$ cat config.mk
export PLATFORM = sky130hd
export DESIGN_NAME = serial_flash_pin_control
export DESIGN_NICKNAME = d
export VERILOG_FILES = /design/src/design/flash_pin_pkg.sv /design/src/design/pin_edge_detect.sv /design/src/design/serial_flash_pin_control.sv
export SDC_FILE = /design/constraint.sdc
export NUM_CORES = 1
export LEC_CHECK = 0
export BUFFER_PORTS_ARGS = -buffer_cell sky130_fd_sc_hd__clkbuf_2
export CAP_MARGIN = 0
export CORE_UTILIZATION = 55
export CTS_CLUSTER_SIZE = 8
export DETAILED_ROUTE_END_ITERATION = 12
export PLACE_DENSITY = 0.75
export RECOVER_POWER = 50
export SLEW_MARGIN = 20
export SYNTH_ARGS = -nofsm -noshare
export SYNTH_HDL_FRONTEND = slang
export SYNTH_SLANG_ARGS = --single-unit
export TNS_END_PERCENT = 10
$ cat constraint.sdc
create_clock -name pclk -period 3.9 [get_ports pclk]
set_input_delay 0.195 -clock pclk [delete_from_list [all_inputs] [get_ports pclk]]
set_output_delay 0.195 -clock pclk [all_outputs]
set_load 0.02 [all_outputs]
$ cat src/design/flash_pin_pkg.sv
package flash_pin_pkg;

  // ----------------------------------------------------------------
  // Register map
  // ----------------------------------------------------------------
  localparam logic [7:0] OFS_CTRL   = 8'h00;
  localparam logic [7:0] OFS_NVCFG  = 8'h04;
  localparam logic [7:0] OFS_EVCFG  = 8'h08;
  localparam logic [7:0] OFS_TXDATA = 8'h0C;
  localparam logic [7:0] OFS_RXDATA = 8'h10;
  localparam logic [7:0] OFS_STATUS = 8'h14;
  localparam logic [7:0] OFS_CYCLE  = 8'h18;

  // ----------------------------------------------------------------
  // Reset values and field positions
  // ----------------------------------------------------------------
  localparam logic [7:0]  CTRL_RESET    = 8'h00;
  localparam logic [7:0]  CFG_RESET     = 8'hFF;
  localparam logic [7:0]  TXDATA_RESET  = 8'h00;
  localparam logic [15:0] CYCLE_RESET   = 16'h0000;
  localparam int          CFG_PIN_FN_BIT = 4;
  localparam int          ST_RX_NEW_BIT  = 6;
  localparam int          ST_ABORT_BIT   = 5;
  localparam logic [3:0]  BYTE_BITS     = 4'h8;
  localparam logic [3:0]  OE_ALL_OFF    = 4'hF;

  // Lane width codes
  localparam logic [1:0] WIDTH_X1 = 2'h0;
  localparam logic [1:0] WIDTH_X2 = 2'h1;
  localparam logic [1:0] WIDTH_X4 = 2'h2;

  // Function carried by io_line3 besides data
  localparam logic [1:0] FN_NONE  = 2'h0;
  localparam logic [1:0] FN_RESET = 2'h1;
  localparam logic [1:0] FN_PAUSE = 2'h2;

  // ----------------------------------------------------------------
  // Types
  // ----------------------------------------------------------------
  typedef struct packed {
    logic [1:0] pin_fn;
    logic       dedicated_rst;
    logic       respond;
    logic       dtr;
    logic       quad_proto;
    logic [1:0] width;
  } ctrl_s;

  typedef struct packed {
    logic [7:0] byte_count;
    logic       rst_active;
    logic       rx_new;
    logic       aborted;
    logic       armed;
    logic       busy;
    logic       paused;
    logic       active;
    logic       standby;
  } status_s;

  typedef struct packed {
    logic [7:0]  paddr;
    logic        psel;
    logic        penable;
    logic        pwrite;
    logic [31:0] pwdata;
  } apb_req_s;

  typedef enum logic [1:0] {
    ST_UNARMED,
    ST_STANDBY,
    ST_ACTIVE,
    ST_PAUSED
  } state_e;

endpackage : flash_pin_pkg

$ cat src/design/pin_edge_detect.sv
`timescale 1ns/10ps
module pin_edge_detect (
  input  wire logic pclk,
  input  wire logic presetn,
  input  wire logic sclk,
  input  wire logic select_n,
  output logic      sclk_rise,
  output logic      sclk_fall,
  output logic      sel_fall
);

  // ----------------------------------------------------------------
  // Previous pin levels
  // ----------------------------------------------------------------
  logic sclk_q;
  logic select_n_q;

  // Idle levels at reset so no false edge after release
  always_ff @(posedge pclk or negedge presetn) begin
    if (!presetn) begin
      sclk_q     <= 1'b0;
      select_n_q <= 1'b1;
    end else begin
      sclk_q     <= sclk;
      select_n_q <= select_n;
    end
  end

  // One-cycle edge pulses
  assign sclk_rise = sclk & ~sclk_q;
  assign sclk_fall = ~sclk & sclk_q;
  assign sel_fall  = ~select_n & select_n_q;

endmodule : pin_edge_detect

$ cat src/design/serial_flash_pin_control.sv
`timescale 1ns/10ps
module serial_flash_pin_control (
  input  wire logic        pclk,
  input  wire logic        presetn,
  input  wire logic [7:0]  paddr,
  input  wire logic        psel,
  input  wire logic        penable,
  input  wire logic        pwrite,
  input  wire logic [31:0] pwdata,
  output logic      [31:0] prdata,
  output logic             pready,
  output logic             pslverr,
  input  wire logic        select_n,
  input  wire logic        sclk,
  input  wire logic        reset_pin_n,
  input  wire logic [3:0]  io_in,
  output logic      [3:0]  io_out,
  output logic      [3:0]  io_oe_n
);

  // ----------------------------------------------------------------
  // Helpers
  // ----------------------------------------------------------------
  // Bits moved per edge for a lane width
  function automatic logic [3:0] lane_step(input logic [1:0] w);
    return (w == flash_pin_pkg::WIDTH_X4) ? 4'h4 :
           (w == flash_pin_pkg::WIDTH_X2) ? 4'h2 : 4'h1;
  endfunction : lane_step
  // Shift captured lanes into a byte, first bit ends up in the MSB
  function automatic logic [7:0] shift_lanes(input logic [1:0] w, input logic [7:0] sh,
                                             input logic [3:0] io);
    return (w == flash_pin_pkg::WIDTH_X4) ? {sh[3:0], io[3:0]} :
           (w == flash_pin_pkg::WIDTH_X2) ? {sh[5:0], io[1:0]} : {sh[6:0], io[0]};
  endfunction : shift_lanes

  // ----------------------------------------------------------------
  // Declarations
  // ----------------------------------------------------------------
  flash_pin_pkg::apb_req_s req;
  flash_pin_pkg::ctrl_s    ctrl;
  flash_pin_pkg::status_s  status;
  flash_pin_pkg::state_e   state;
  flash_pin_pkg::state_e   next_state;
  logic [7:0]  nvcfg, evcfg, tx_data, rx_data, rx_sh, tx_sh, byte_count, cap_byte;
  logic [15:0] cycle_cnt;
  logic [3:0]  bit_cnt, step, bit_sum, drv_bits, drv_mask, next_oe_n;
  logic [1:0]  eff_width;
  logic [31:0] rd_word;
  logic        drive_on, aborted, rx_new, busy, live, in_phase, byte_done;
  logic        sclk_rise, sclk_fall, sel_fall, cfg_fn_en, pin_reset_hit, pause_hit;
  logic        cap_edge, launch_edge, cap_fire, launch_fire;
  logic        acc, wr_fire, mapped, w1c_rx, w1c_ab;
  logic        hit_ctrl, hit_nv, hit_ev, hit_tx, hit_rx, hit_st, hit_cy;
  // Bus request bundle
  assign req = '{paddr: paddr, psel: psel, penable: penable, pwrite: pwrite, pwdata: pwdata};

  pin_edge_detect u_edges (
    .pclk      (pclk),
    .presetn   (presetn),
    .sclk      (sclk),
    .select_n  (select_n),
    .sclk_rise (sclk_rise),
    .sclk_fall (sclk_fall),
    .sel_fall  (sel_fall)
  );

  // ----------------------------------------------------------------
  // Pin function decode
  // ----------------------------------------------------------------
  // Both configuration copies must enable the io_line3 side function
  assign cfg_fn_en = nvcfg[flash_pin_pkg::CFG_PIN_FN_BIT]
                   & evcfg[flash_pin_pkg::CFG_PIN_FN_BIT];
  // Shared reset only while selected; dedicated pin listens whenever both configuration copies enable the function
  assign pin_reset_hit = cfg_fn_en & (ctrl.dedicated_rst ? ~reset_pin_n :
                         (ctrl.pin_fn == flash_pin_pkg::FN_RESET) & ~ctrl.quad_proto
                         & ~select_n & ~io_in[3]);
  // Pause is meaningless in quad or double rate, io_line3 is data there
  assign pause_hit = cfg_fn_en & (ctrl.pin_fn == flash_pin_pkg::FN_PAUSE)
                   & ~ctrl.quad_proto & ~ctrl.dtr & ~select_n & ~io_in[3];
  assign busy = (cycle_cnt != 16'h0000);

  // ----------------------------------------------------------------
  // Serial datapath decode
  // ----------------------------------------------------------------
  assign eff_width   = ctrl.quad_proto ? flash_pin_pkg::WIDTH_X4 : ctrl.width;
  assign step        = lane_step(eff_width);
  assign bit_sum     = bit_cnt + step;
  assign byte_done   = (bit_sum == flash_pin_pkg::BYTE_BITS);
  assign live        = (state == flash_pin_pkg::ST_ACTIVE) & ~select_n
                     & ~pause_hit & ~pin_reset_hit;
  assign in_phase    = ~(ctrl.respond & (byte_count != 8'h00));
  assign cap_edge    = ctrl.dtr ? (sclk_rise | sclk_fall) : sclk_rise;
  assign launch_edge = ctrl.dtr ? (sclk_rise | sclk_fall) : sclk_fall;
  assign cap_fire    = live & in_phase & cap_edge;
  assign launch_fire = live & ~in_phase & launch_edge;
  // Single line: io_line0 in only, io_line1 out only
  assign cap_byte = shift_lanes(eff_width, rx_sh, io_in);
  assign drv_bits = (eff_width == flash_pin_pkg::WIDTH_X4) ? tx_sh[7:4] :
                    (eff_width == flash_pin_pkg::WIDTH_X2) ? {2'b00, tx_sh[7:6]} :
                    {2'b00, tx_sh[7], 1'b0};
  assign drv_mask = (eff_width == flash_pin_pkg::WIDTH_X4) ? 4'h0 :
                    (eff_width == flash_pin_pkg::WIDTH_X2) ? 4'hC : 4'hD;
  // Float unless actively responding
  assign next_oe_n = (live & drive_on & ~in_phase) ? drv_mask : flash_pin_pkg::OE_ALL_OFF;

  // ----------------------------------------------------------------
  // Selection state
  // ----------------------------------------------------------------
  // Reset pin forces re-arming so a fresh select edge is needed
  always_comb begin
    next_state = state;
    unique case (state)
      flash_pin_pkg::ST_UNARMED: begin
        if (sel_fall) begin
          next_state = flash_pin_pkg::ST_ACTIVE;
        end
      end
      flash_pin_pkg::ST_STANDBY: begin
        if (!select_n) begin
          next_state = flash_pin_pkg::ST_ACTIVE;
        end
      end
      flash_pin_pkg::ST_ACTIVE: begin
        if (select_n) begin
          next_state = flash_pin_pkg::ST_STANDBY;
        end else if (pause_hit) begin
          next_state = flash_pin_pkg::ST_PAUSED;
        end
      end
      flash_pin_pkg::ST_PAUSED: begin
        if (select_n) begin
          next_state = flash_pin_pkg::ST_STANDBY;
        end else if (!pause_hit) begin
          next_state = flash_pin_pkg::ST_ACTIVE;
        end
      end
    endcase
    if (pin_reset_hit) begin
      next_state = flash_pin_pkg::ST_UNARMED;
    end
  end

  always_ff @(posedge pclk or negedge presetn) begin
    if (!presetn) begin
      state <= flash_pin_pkg::ST_UNARMED;
    end else begin
      state <= next_state;
    end
  end

  // ----------------------------------------------------------------
  // Shift and count
  // ----------------------------------------------------------------
  // Counters hold across a pause; deselect or reset drops the command
  always_ff @(posedge pclk or negedge presetn) begin
    if (!presetn) begin
      rx_sh      <= 8'h00;
      bit_cnt    <= 4'h0;
      byte_count <= 8'h00;
      rx_data    <= 8'h00;
    end else if (select_n || pin_reset_hit) begin
      rx_sh      <= 8'h00;
      bit_cnt    <= 4'h0;
      byte_count <= 8'h00;
    end else if (cap_fire) begin
      rx_sh      <= cap_byte;
      bit_cnt    <= byte_done ? 4'h0 : bit_sum;
      byte_count <= byte_done ? byte_count + 8'h01 : byte_count;
      rx_data    <= byte_done ? cap_byte : rx_data;
    end else if (launch_fire) begin
      bit_cnt    <= byte_done ? 4'h0 : bit_sum;
    end
  end

  // Output shifter reloads from tx_data at every byte boundary
  always_ff @(posedge pclk or negedge presetn) begin
    if (!presetn) begin
      tx_sh    <= 8'h00;
      io_out   <= 4'h0;
      drive_on <= 1'b0;
    end else if (select_n || pin_reset_hit) begin
      tx_sh    <= tx_data;
      drive_on <= 1'b0;
    end else if (launch_fire) begin
      io_out   <= drv_bits;
      tx_sh    <= byte_done ? tx_data : 8'((tx_sh << step));
      drive_on <= 1'b1;
    end
  end

  // Outputs float while deselected, paused or in reset
  always_ff @(posedge pclk or negedge presetn) begin
    if (!presetn) begin
      io_oe_n <= flash_pin_pkg::OE_ALL_OFF;
    end else begin
      io_oe_n <= next_oe_n;
    end
  end

  // ----------------------------------------------------------------
  // APB slave
  // ----------------------------------------------------------------
  // One wait state: pready rises in the second access cycle
  assign acc      = req.psel & req.penable;
  assign wr_fire  = acc & pready & req.pwrite;
  assign hit_ctrl = (req.paddr == flash_pin_pkg::OFS_CTRL);
  assign hit_nv   = (req.paddr == flash_pin_pkg::OFS_NVCFG);
  assign hit_ev   = (req.paddr == flash_pin_pkg::OFS_EVCFG);
  assign hit_tx   = (req.paddr == flash_pin_pkg::OFS_TXDATA);
  assign hit_rx   = (req.paddr == flash_pin_pkg::OFS_RXDATA);
  assign hit_st   = (req.paddr == flash_pin_pkg::OFS_STATUS);
  assign hit_cy   = (req.paddr == flash_pin_pkg::OFS_CYCLE);
  assign mapped   = hit_ctrl | hit_nv | hit_ev | hit_tx | hit_rx | hit_st | hit_cy;
  assign w1c_rx   = wr_fire & hit_st & req.pwdata[flash_pin_pkg::ST_RX_NEW_BIT];
  assign w1c_ab   = wr_fire & hit_st & req.pwdata[flash_pin_pkg::ST_ABORT_BIT];

  assign status = '{byte_count: byte_count,
                    rst_active: pin_reset_hit,
                    rx_new:     rx_new,
                    aborted:    aborted,
                    armed:      state != flash_pin_pkg::ST_UNARMED,
                    busy:       busy,
                    paused:     state == flash_pin_pkg::ST_PAUSED,
                    active:     state == flash_pin_pkg::ST_ACTIVE,
                    standby:    select_n & ~busy};

  assign rd_word = hit_ctrl ? {24'h000000, ctrl} :
                   hit_nv   ? {24'h000000, nvcfg} :
                   hit_ev   ? {24'h000000, evcfg} :
                   hit_tx   ? {24'h000000, tx_data} :
                   hit_rx   ? {24'h000000, rx_data} :
                   hit_st   ? {16'h0000, status} :
                   hit_cy   ? {16'h0000, cycle_cnt} : 32'h00000000;

  // Answer registered; unmapped addresses give pslverr
  always_ff @(posedge pclk or negedge presetn) begin
    if (!presetn) begin
      pready  <= 1'b0;
      pslverr <= 1'b0;
      prdata  <= 32'h00000000;
    end else begin
      pready  <= acc & ~pready;
      pslverr <= acc & ~pready & ~mapped;
      prdata  <= (acc & ~pready & ~req.pwrite) ? rd_word : 32'h00000000;
    end
  end

  // Software registers
  always_ff @(posedge pclk or negedge presetn) begin
    if (!presetn) begin
      ctrl    <= flash_pin_pkg::CTRL_RESET;
      nvcfg   <= flash_pin_pkg::CFG_RESET;
      evcfg   <= flash_pin_pkg::CFG_RESET;
      tx_data <= flash_pin_pkg::TXDATA_RESET;
    end else if (wr_fire) begin
      ctrl    <= hit_ctrl ? req.pwdata[7:0] : ctrl;
      nvcfg   <= hit_nv ? req.pwdata[7:0] : nvcfg;
      evcfg   <= hit_ev ? req.pwdata[7:0] : evcfg;
      tx_data <= hit_tx ? req.pwdata[7:0] : tx_data;
    end
  end

  // Internal cycle runs on regardless of select; reset aborts it
  always_ff @(posedge pclk or negedge presetn) begin
    if (!presetn) begin
      cycle_cnt <= flash_pin_pkg::CYCLE_RESET;
    end else if (pin_reset_hit) begin
      cycle_cnt <= flash_pin_pkg::CYCLE_RESET;
    end else if (wr_fire && hit_cy) begin
      cycle_cnt <= req.pwdata[15:0];
    end else if (busy) begin
      cycle_cnt <= cycle_cnt - 16'h0001;
    end
  end

  // Sticky flags; a new event wins over a clear in the same cycle
  always_ff @(posedge pclk or negedge presetn) begin
    if (!presetn) begin
      aborted <= 1'b0;
      rx_new  <= 1'b0;
    end else begin
      aborted <= (pin_reset_hit & busy) | (aborted & ~w1c_ab);
      rx_new  <= (cap_fire & byte_done) | (rx_new & ~w1c_rx);
    end
  end
endmodule : serial_flash_pin_control

==> results of run 1 <==
cell usage after synthesis (19+ instances only):
library cell | count | share of area (%)
sky130_fd_sc_hd__dfrtp_1 | 95 | 37
sky130_fd_sc_hd__nand2_1 | 56 | 3.3
sky130_fd_sc_hd__nor2_1 | 54 | 3.2
sky130_fd_sc_hd__mux2_2 | 39 | 6.9
sky130_fd_sc_hd__a21oi_1 | 31 | 2.4
sky130_fd_sc_hd__nand3_1 | 24 | 1.9
sky130_fd_sc_hd__nor3_1 | 21 | 1.7
sky130_fd_sc_hd__o21ai_0 | 21 | 1.7
sky130_fd_sc_hd__dfstp_2 | 20 | 8.3
sky130_fd_sc_hd__mux2i_1 | 20 | 3.1
sky130_fd_sc_hd__clkbuf_1 | 19 | 1.1
registers in the layout, indices dropped and copies added, names as in the netlist, 2 cells and up:
register / flops
cycle_cnt: 16
ctrl: 8
prdata: 16
io_out: 4
io_oe_n: 3
rx_sh: 7
tx_data: 8
byte_count: 8
nvcfg: 8
tx_sh: 8
bit_cnt: 4
state: 2
rx_data: 8
evcfg: 8
power groups by stage:
stage | Combinational, W | Clock [W] | Sequential (W)
after global routing | 0.000529 | 0.00191 | 0.00144
final | 0.000478 | 0.00184 | 0.00142
after global placement | 0.000450 | 0 | 0.00143
after floorplan | 0.000351 | 0 | 0.00139
after CTS | 0.000479 | 0.00185 | 0.00142
after detailed placement | 0.000460 | 0 | 0.00143
per-stage QoR:
step	util [%]	power [W]	instances
floorplan	-	0.001746	654
global placement	60.68	0.001878	819
detailed placement	60.68	0.001891	819
CTS	67.19	0.003744	854
global route	66.78	0.003874	854
finish	66.78	0.003739	854
cell type report:
type	count	area [µm²]	area share (%)
clock buffer	21	460.4	6.224
sequential	115	2903	39.24
clock inverter	11	230.2	3.112
tap	140	175.2	2.368
timing repair buffer	73	360.3	4.871
inverter	17	63.81	0.8625
multi-input combinational	477	3206	43.33
cell families after synthesis:
family / synth area share (%)
AO/OA/AOI/OAI: 15.29
multiplexers: 11.45
buffers and inverters: 4.970
AND/OR/NAND/NOR: 18.04
other: 0.05888
XOR/XNOR: 2.063
flip-flops: 45.58
adder cells (fa/ha/maj): 2.554
critical path, stage by stage (launching register included):
cell                      delay (ns)
sky130_fd_sc_hd__dfrtp_1        0.42
sky130_fd_sc_hd__or2_2          0.34
sky130_fd_sc_hd__ha_1           0.31
sky130_fd_sc_hd__ha_1           0.24
sky130_fd_sc_hd__ha_1           0.33
sky130_fd_sc_hd__nor3b_1        0.22
sky130_fd_sc_hd__mux2i_1        0.15
sky130_fd_sc_hd__nor3_1         0.33
sky130_fd_sc_hd__nand3_1        0.46
sky130_fd_sc_hd__mux2_1         0.49
timing repair:
action	4_1_cts	5_1_grt
hold endpoints to repair	33	0
resized for setup	0	0
hold buffers	3	0
worst paths after layout:
check | depth (start not counted) | start | endpoint
min in group asynchronous | 2 | presetn | prdata[10]
hold reg to reg | 1 | drive_on | io_oe_n[2]
max in group asynchronous | 3 | presetn | tx_sh[1]
setup / recovery | 9 | ctrl[2] | rx_data[3]
setup reg to reg | 9 | ctrl[2] | rx_data[3]
hold / removal | 3 | pwdata[8] | cycle_cnt[8]
routing by layer:
layer / vias up / routed length (µm) / GRT usage, %
met5: - / 0 / 0
met4: 0 / 368 / 11.52
met3: 29 / 1069 / 7.113
met2: 208 / 8161 / 48.74
met1: 2628 / 7398 / 40.51
li1: 2440 / - / -
==> flow_summary.json, run 1 <==
{
  "outcome": "finished, violations left",
  "failing_checks": "max-capacitance violations, max-slew violations",
  "p_per_area_nw_per_um2": 505.4,
  "cts.root.buffer_cell": "sky130_fd_sc_hd__clkbuf_16",
  "detailedPlace.worstSlack_ns": 0.5875,
  "ys.warnings.count": 0,
  "antenna_left": 0,
  "timing.critical_path.fanout_max": 11,
  "firstDrtPassIters": 5,
  "netlist-cell-type-count": 71,
  "power_frac_clock_pct": 49.2,
  "antenna-diode-count": 0,
  "hold_slack_ns": 0.04247,
  "drc": 0,
  "cts_tree": "built",
  "rows": 38,
  "power.net_switching_w": 0.0009481,
  "syn_area_um2": 6369,
  "dp_hpwl_um": 11730,
  "initial_core_util_pct": 57.49,
  "vias_in_the_first_global_route": 5211,
  "wl_per_cell_um": 19.90,
  "placed_cell_area_um2": 6723,
  "drt_iter0_markers": 554,
  "postSynthRegisterBits": 115,
  "cts_setup_buffers": 0,
  "die-area_um2": 12010,
  "totalWireLength_um": 17000,
  "grt_antenna_before_repair": 0,
  "groute.usage.overall_pct": 30.56,
  "logic_pwr_share_pct": 12.8,
  "filler_cell_count": 899,
  "skew_ns": 0.009966,
  "grt_setup_unrepaired": "no",
  "power.share.switching_pct": 25.36,
  "dominant_register_cell_in_the_synthesized_netlist": "sky130_fd_sc_hd__dfrtp_1",
  "share_seq_of_total_power_pct": 38.0,
  "post_route_cells_drive_above_1_share_pct": 19.89,
  "grt_max_degree": 44,
  "asyncSetResetFlopFracSynth_pct": 100.0,
  "setup_tns_ns": 0,
  "setup_violations": 0,
  "cts-buffers-inserted": 17,
  "mostFrequentLayoutCell": "sky130_fd_sc_hd__dfrtp_1",
  "worstMarginPinSlew_ns": 1.934,
  "netlist_instances": 639,
  "layout_min_cycle_time_ns": 3.423,
  "cts-htree-levels": 4,
  "die_h_um": 109.6,
  "timing.fmax_ghz": 0.2922,
  "synth_sequential_area_ratio_pct": 45.58,
  "clock_insertion_delay_worst_skew_ns": 0.42,
  "worst_min_delay_path_class": "in2reg",
  "portbufs": 61,
  "critPathCaptureType": "flop",
  "vias_per_cell": 6.212,
  "final_critical_path_setup_slack_ns": 0.4773,
  "design.core.area_um2": 11080,
  "num_io_pins": 94,
  "worstPathArrival_ns": 3.72,
  "postLayoutCellArea_um2": 7398,
  "number_of_enable_flip_flop_cells_after_synthesis": 0,
  "clock_transition_at_the_register_clock_pins_on_the_worst_setup_and_hold_paths_after_cts_ns": 0.06,
  "layout.nets": 766,
  "grt_first_pass_wirelength_um": 27110,
  "final_cell_mix": "95 x sky130_fd_sc_hd__dfrtp_1, 56 x sky130_fd_sc_hd__nand2_1, 54 x sky130_fd_sc_hd__nor2_1",
  "number_of_maximum_capacitance_violations": 1,
  "final-max-slew-violation-count": 37,
  "critical_path_class": "reg2reg",
  "area_growth_pct": 16.17,
  "finalWeightedCongestion": 0.9700,
  "critPathLaunchType": "flop",
  "register_to_register_path_setup_slack_ns": 0.48,
  "routed-via-count": 5305,
  "avgSynthCellArea_um2": 9.967,
  "final_min_period_over_clock_period_pct": 87.76,
  "grt_overflow": 0,
  "worst_path_required_time_ns": 4.20,
  "cell_internal_pwr_w": 0.002791,
  "timing_hold_violations_final": 0,
  "leakagePower_nw": 3.240,
  "ir_drop_mv": 0.4883,
  "slew_headroom_pct": -28.91,
  "die-width_um": 109.6,
  "clock_path_buffers": 2,
  "cts_sinks": 115
}
Note: power is estimated with default switching activity, not from simulation.
==> run 2: changes to the inputs <==
--- a/config.mk
+++ b/config.mk
@@ -5,13 +5,14 @@
 export SDC_FILE = /design/constraint.sdc
 export NUM_CORES = 1
 export LEC_CHECK = 0
+export ABC_AREA = 1
 export BUFFER_PORTS_ARGS = -buffer_cell sky130_fd_sc_hd__clkbuf_2
 export CAP_MARGIN = 0
 export CORE_UTILIZATION = 55
 export CTS_CLUSTER_SIZE = 8
 export DETAILED_ROUTE_END_ITERATION = 12
 export PLACE_DENSITY = 0.75
-export RECOVER_POWER = 50
+export RECOVER_POWER = 25
 export SLEW_MARGIN = 20
 export SYNTH_ARGS = -nofsm -noshare
 export SYNTH_HDL_FRONTEND = slang
==> run 2 against run 1 <==
The flow still finishes with violations (max-capacitance violations, max-slew violations). Sequential share of layout area up 0.38 points. First-iteration DRC count rose by 9.0%. Combinational power grew 15%. Sequential power is essentially flat. Global-route usage down 1.9 points. Non-clock buffer count decreased by 3. Critical path depth is 3 higher. Critical endpoint is now byte_count[4]. Largest cell class is now sequential cells. Highest routed layer unchanged.
==> flow_summary.json, run 2 <==
{
  "syn_area_um2": 6359,
  "worst_path_required_time_ns": 4.20,
  "cts-htree-levels": 4,
  "clock_insertion_delay_worst_skew_ns": 0.43,
  "worstPathArrival_ns": 3.43,
  "slew_headroom_pct": -43.57,
  "critPathCaptureType": "flop",
  "layout_min_cycle_time_ns": 3.130,
  "die-width_um": 109.5,
  "reg2reg_depth": 12,
  "synth_top_family_by_area": "simple AND/OR/NAND/NOR gates",
  "avgSynthCellArea_um2": 7.754,
  "timing.fmax_ghz": 0.3194,
  "worstHoldStart": "pwdata[6]",
  "final_cell_mix": "213 x sky130_fd_sc_hd__nand2_1, 97 x sky130_fd_sc_hd__inv_1, 95 x sky130_fd_sc_hd__o21ai_0, 95 x sky130_fd_sc_hd__dfrtp_1, 63 x sky130_fd_sc_hd__nor2_1",
  "yosys.cell_count.top_type": "sky130_fd_sc_hd__nand2_1",
  "final_core_util_pct": 66.42,
  "netlist_instances": 820,
  "dominant_register_cell_in_the_synthesized_netlist": "sky130_fd_sc_hd__dfrtp_1",
  "synthSimpleGateAreaFrac_pct": 25.34,
  "grt_setup_unrepaired": "no",
  "startpoint_of_the_lowest_slack_register_to_register_path": "ctrl[2]",
  "finalWeightedCongestion": 0.9228,
  "die-area_um2": 11990,
  "cts_hold_buf": 4,
  "grt_overflow": 0,
  "setup_tns_ns": 0,
  "synth_sequential_area_ratio_pct": 45.65,
  "leakagePower_nw": 3.552,
  "failing_checks": "max-capacitance violations, max-slew violations",
  "wl_per_cell_um": 15.26,
  "cts_tree": "built",
  "firstDrtPassIters": 5,
  "grt_antenna_before_repair": 0,
  "cell_internal_pwr_w": 0.002624,
  "synth_compound_area_share_pct": 14.90,
  "ys.warnings.count": 0,
  "routed-via-count": 5782,
  "netlist-cell-type-count": 43,
  "initial_core_util_pct": 57.65,
  "setup_violations": 0,
  "number_of_maximum_capacitance_violations": 1,
  "power.share.switching_pct": 27.85,
  "clock_transition_at_the_register_clock_pins_on_the_worst_setup_and_hold_paths_after_cts_ns": 0.05,
  "drt_iter0_markers": 604,
  "area_growth_pct": 15.23,
  "worst_min_delay_path_class": "in2reg",
  "cts_sinks": 115,
  "post_route_cells_drive_above_1_share_pct": 13.81,
  "power.net_switching_w": 0.001013,
  "timing.critical_path.fanout_max": 14,
  "antenna-diode-count": 0,
  "rr_endpoint": "byte_count[4]",
  "portbufs": 61,
  "drc": 0,
  "logic_pwr_share_pct": 15.1,
  "power_frac_clock_pct": 46.1,
  "vias_per_cell": 5.570,
  "worstMarginPinSlew_ns": 2.154,
  "rows": 38,
  "cts_resized": 0,
  "cts_setup_buffers": 0,
  "worst_hold_stages": 3,
  "timing_hold_violations_final": 0,
  "mostFrequentLayoutCell": "sky130_fd_sc_hd__nand2_1",
  "grt_max_degree": 47,
  "biggestRegsByFlops": "cycle_cnt x16, prdata x16",
  "p_per_area_nw_per_um2": 496.3,
  "hold_end": "cycle_cnt[6]",
  "vias_in_the_first_global_route": 5296,
  "postSynthRegisterBits": 115,
  "clock_path_buffers": 2,
  "synth_top_cells_by_area": "sky130_fd_sc_hd__dfrtp_1 37%, sky130_fd_sc_hd__nand2_1 13%, sky130_fd_sc_hd__dfstp_2 8.3%",
  "skew_ns": 0.007840,
  "number_of_enable_flip_flop_cells_after_synthesis": 0,
  "share_seq_of_total_power_pct": 38.8,
  "synth.cells.most_frequent": "213 x sky130_fd_sc_hd__nand2_1, 97 x sky130_fd_sc_hd__inv_1, 95 x sky130_fd_sc_hd__dfrtp_1, 95 x sky130_fd_sc_hd__o21ai_0, 63 x sky130_fd_sc_hd__nor2_1",
  "critPathLaunchType": "flop",
  "asyncSetResetFlopFracSynth_pct": 100.0,
  "synth_xor_area_share_pct": 1.653,
  "yosys-mux-area-fraction_pct": 0,
  "num_io_pins": 94,
  "yosys.area.top_type": "sky130_fd_sc_hd__dfrtp_1",
  "dp_hpwl_um": 11260,
  "final-max-slew-violation-count": 42,
  "yosys.area_share.adder_pct": 2.558,
  "cts.root.buffer_cell": "sky130_fd_sc_hd__clkbuf_16",
  "grt_first_pass_wirelength_um": 25730,
  "design.core.area_um2": 11030,
  "die_h_um": 109.5,
  "cts-buffers-inserted": 17,
  "final_min_period_over_clock_period_pct": 80.27,
  "critical_path_class": "reg2reg",
  "outcome": "finished, violations left",
  "ir_drop_mv": 0.3632,
  "layout.nets": 950,
  "totalWireLength_um": 15840,
  "synth_top_cell_area_share_pct": 37.39,
  "register_to_register_path_setup_slack_ns": 0.77,
  "antenna_left": 0,
  "groute.usage.overall_pct": 28.69
}
-- run 2: cell families (layout without fill, tap and decap cells) --
family / after synthesis / count (layout)
XOR/XNOR: 12 / 12
buffers and inverters: 139 / 202
flip-flops: 115 / 115
AO/OA/AOI/OAI: 173 / 173
AND/OR/NAND/NOR: 367 / 367
adder cells (fa/ha/maj): 13 / 13
other: 1 / 16
-- run 2: critical path, stage by stage (launching register included) --
cell,delay [ns]
sky130_fd_sc_hd__dfrtp_1,0.44
sky130_fd_sc_hd__nor2_1,0.24
sky130_fd_sc_hd__inv_1,0.09
sky130_fd_sc_hd__ha_1,0.42
sky130_fd_sc_hd__ha_1,0.26
sky130_fd_sc_hd__ha_1,0.29
sky130_fd_sc_hd__or2_2,0.29
sky130_fd_sc_hd__nor2_1,0.15
sky130_fd_sc_hd__nand3_2,0.18
sky130_fd_sc_hd__nand2_2,0.28
sky130_fd_sc_hd__nand2_2,0.19
sky130_fd_sc_hd__nand2_1,0.10
sky130_fd_sc_hd__o21ai_1,0.06
-- run 2: final cells by class --
cell class	count	area, µm²
fillers	927	3704
flip-flops and latches	115	2903
multi-input cells	581	2887
clock buffers	23	488.0
inverters	100	375.4
repair buffers	70	349.1
well taps	140	175.2
clock inverters	9	150.1
-- run 2: through the flow --
stage | instances | hold WS (ns) | area [µm²] | setup slack [ns] | total power (W)
floorplan | 835 | -0.1006 | 6415 | 1.311 | 0.001805
global placement | 1002 | 0.1988 | 6685 | 0.9100 | 0.001931
detailed placement | 1002 | 0.2028 | 6685 | 0.7757 | 0.001957
CTS | 1038 | 0.00005471 | 7363 | 0.7595 | 0.003643
global route | 1038 | 0.04843 | 7327 | 0.5282 | 0.003782
finish | 1038 | 0.01325 | 7327 | 0.7696 | 0.003636
-- run 2: metal layers --
| layer | wire (µm) | vias to the layer above | global-route usage [%] |
|---|---|---|---|
| met5 | 0 | - | 0 |
| met4 | 389 | 0 | 12.48 |
| met3 | 1160 | 33 | 7.054 |
| met2 | 7499 | 266 | 45.15 |
| met1 | 6794 | 2715 | 37.72 |
| li1 | - | 2768 | - |
-- run 2: power groups by stage --
stage / registers (W) / logic (W) / clock network, W
final: 0.00141 / 0.000549 / 0.00168
after global routing: 0.00142 / 0.000621 / 0.00174
after CTS: 0.00141 / 0.000546 / 0.00169
after detailed placement: 0.00142 / 0.000532 / 0
after global placement: 0.00142 / 0.000514 / 0
after floorplan: 0.00140 / 0.000409 / 0
-- run 2: how the worst max path moves through the flow --
stage             from       endpoint  depth (start not counted)
6_report       ctrl[2]  byte_count[4]                         12
5_1_grt        ctrl[2]       tx_sh[4]                         13
4_1_cts        ctrl[2]  byte_count[4]                         12
3_5_place_dp   ctrl[2]  byte_count[0]                         12
3_3_place_gp   ctrl[2]  byte_count[3]                         12
2_1_floorplan  ctrl[2]       tx_sh[0]                         17
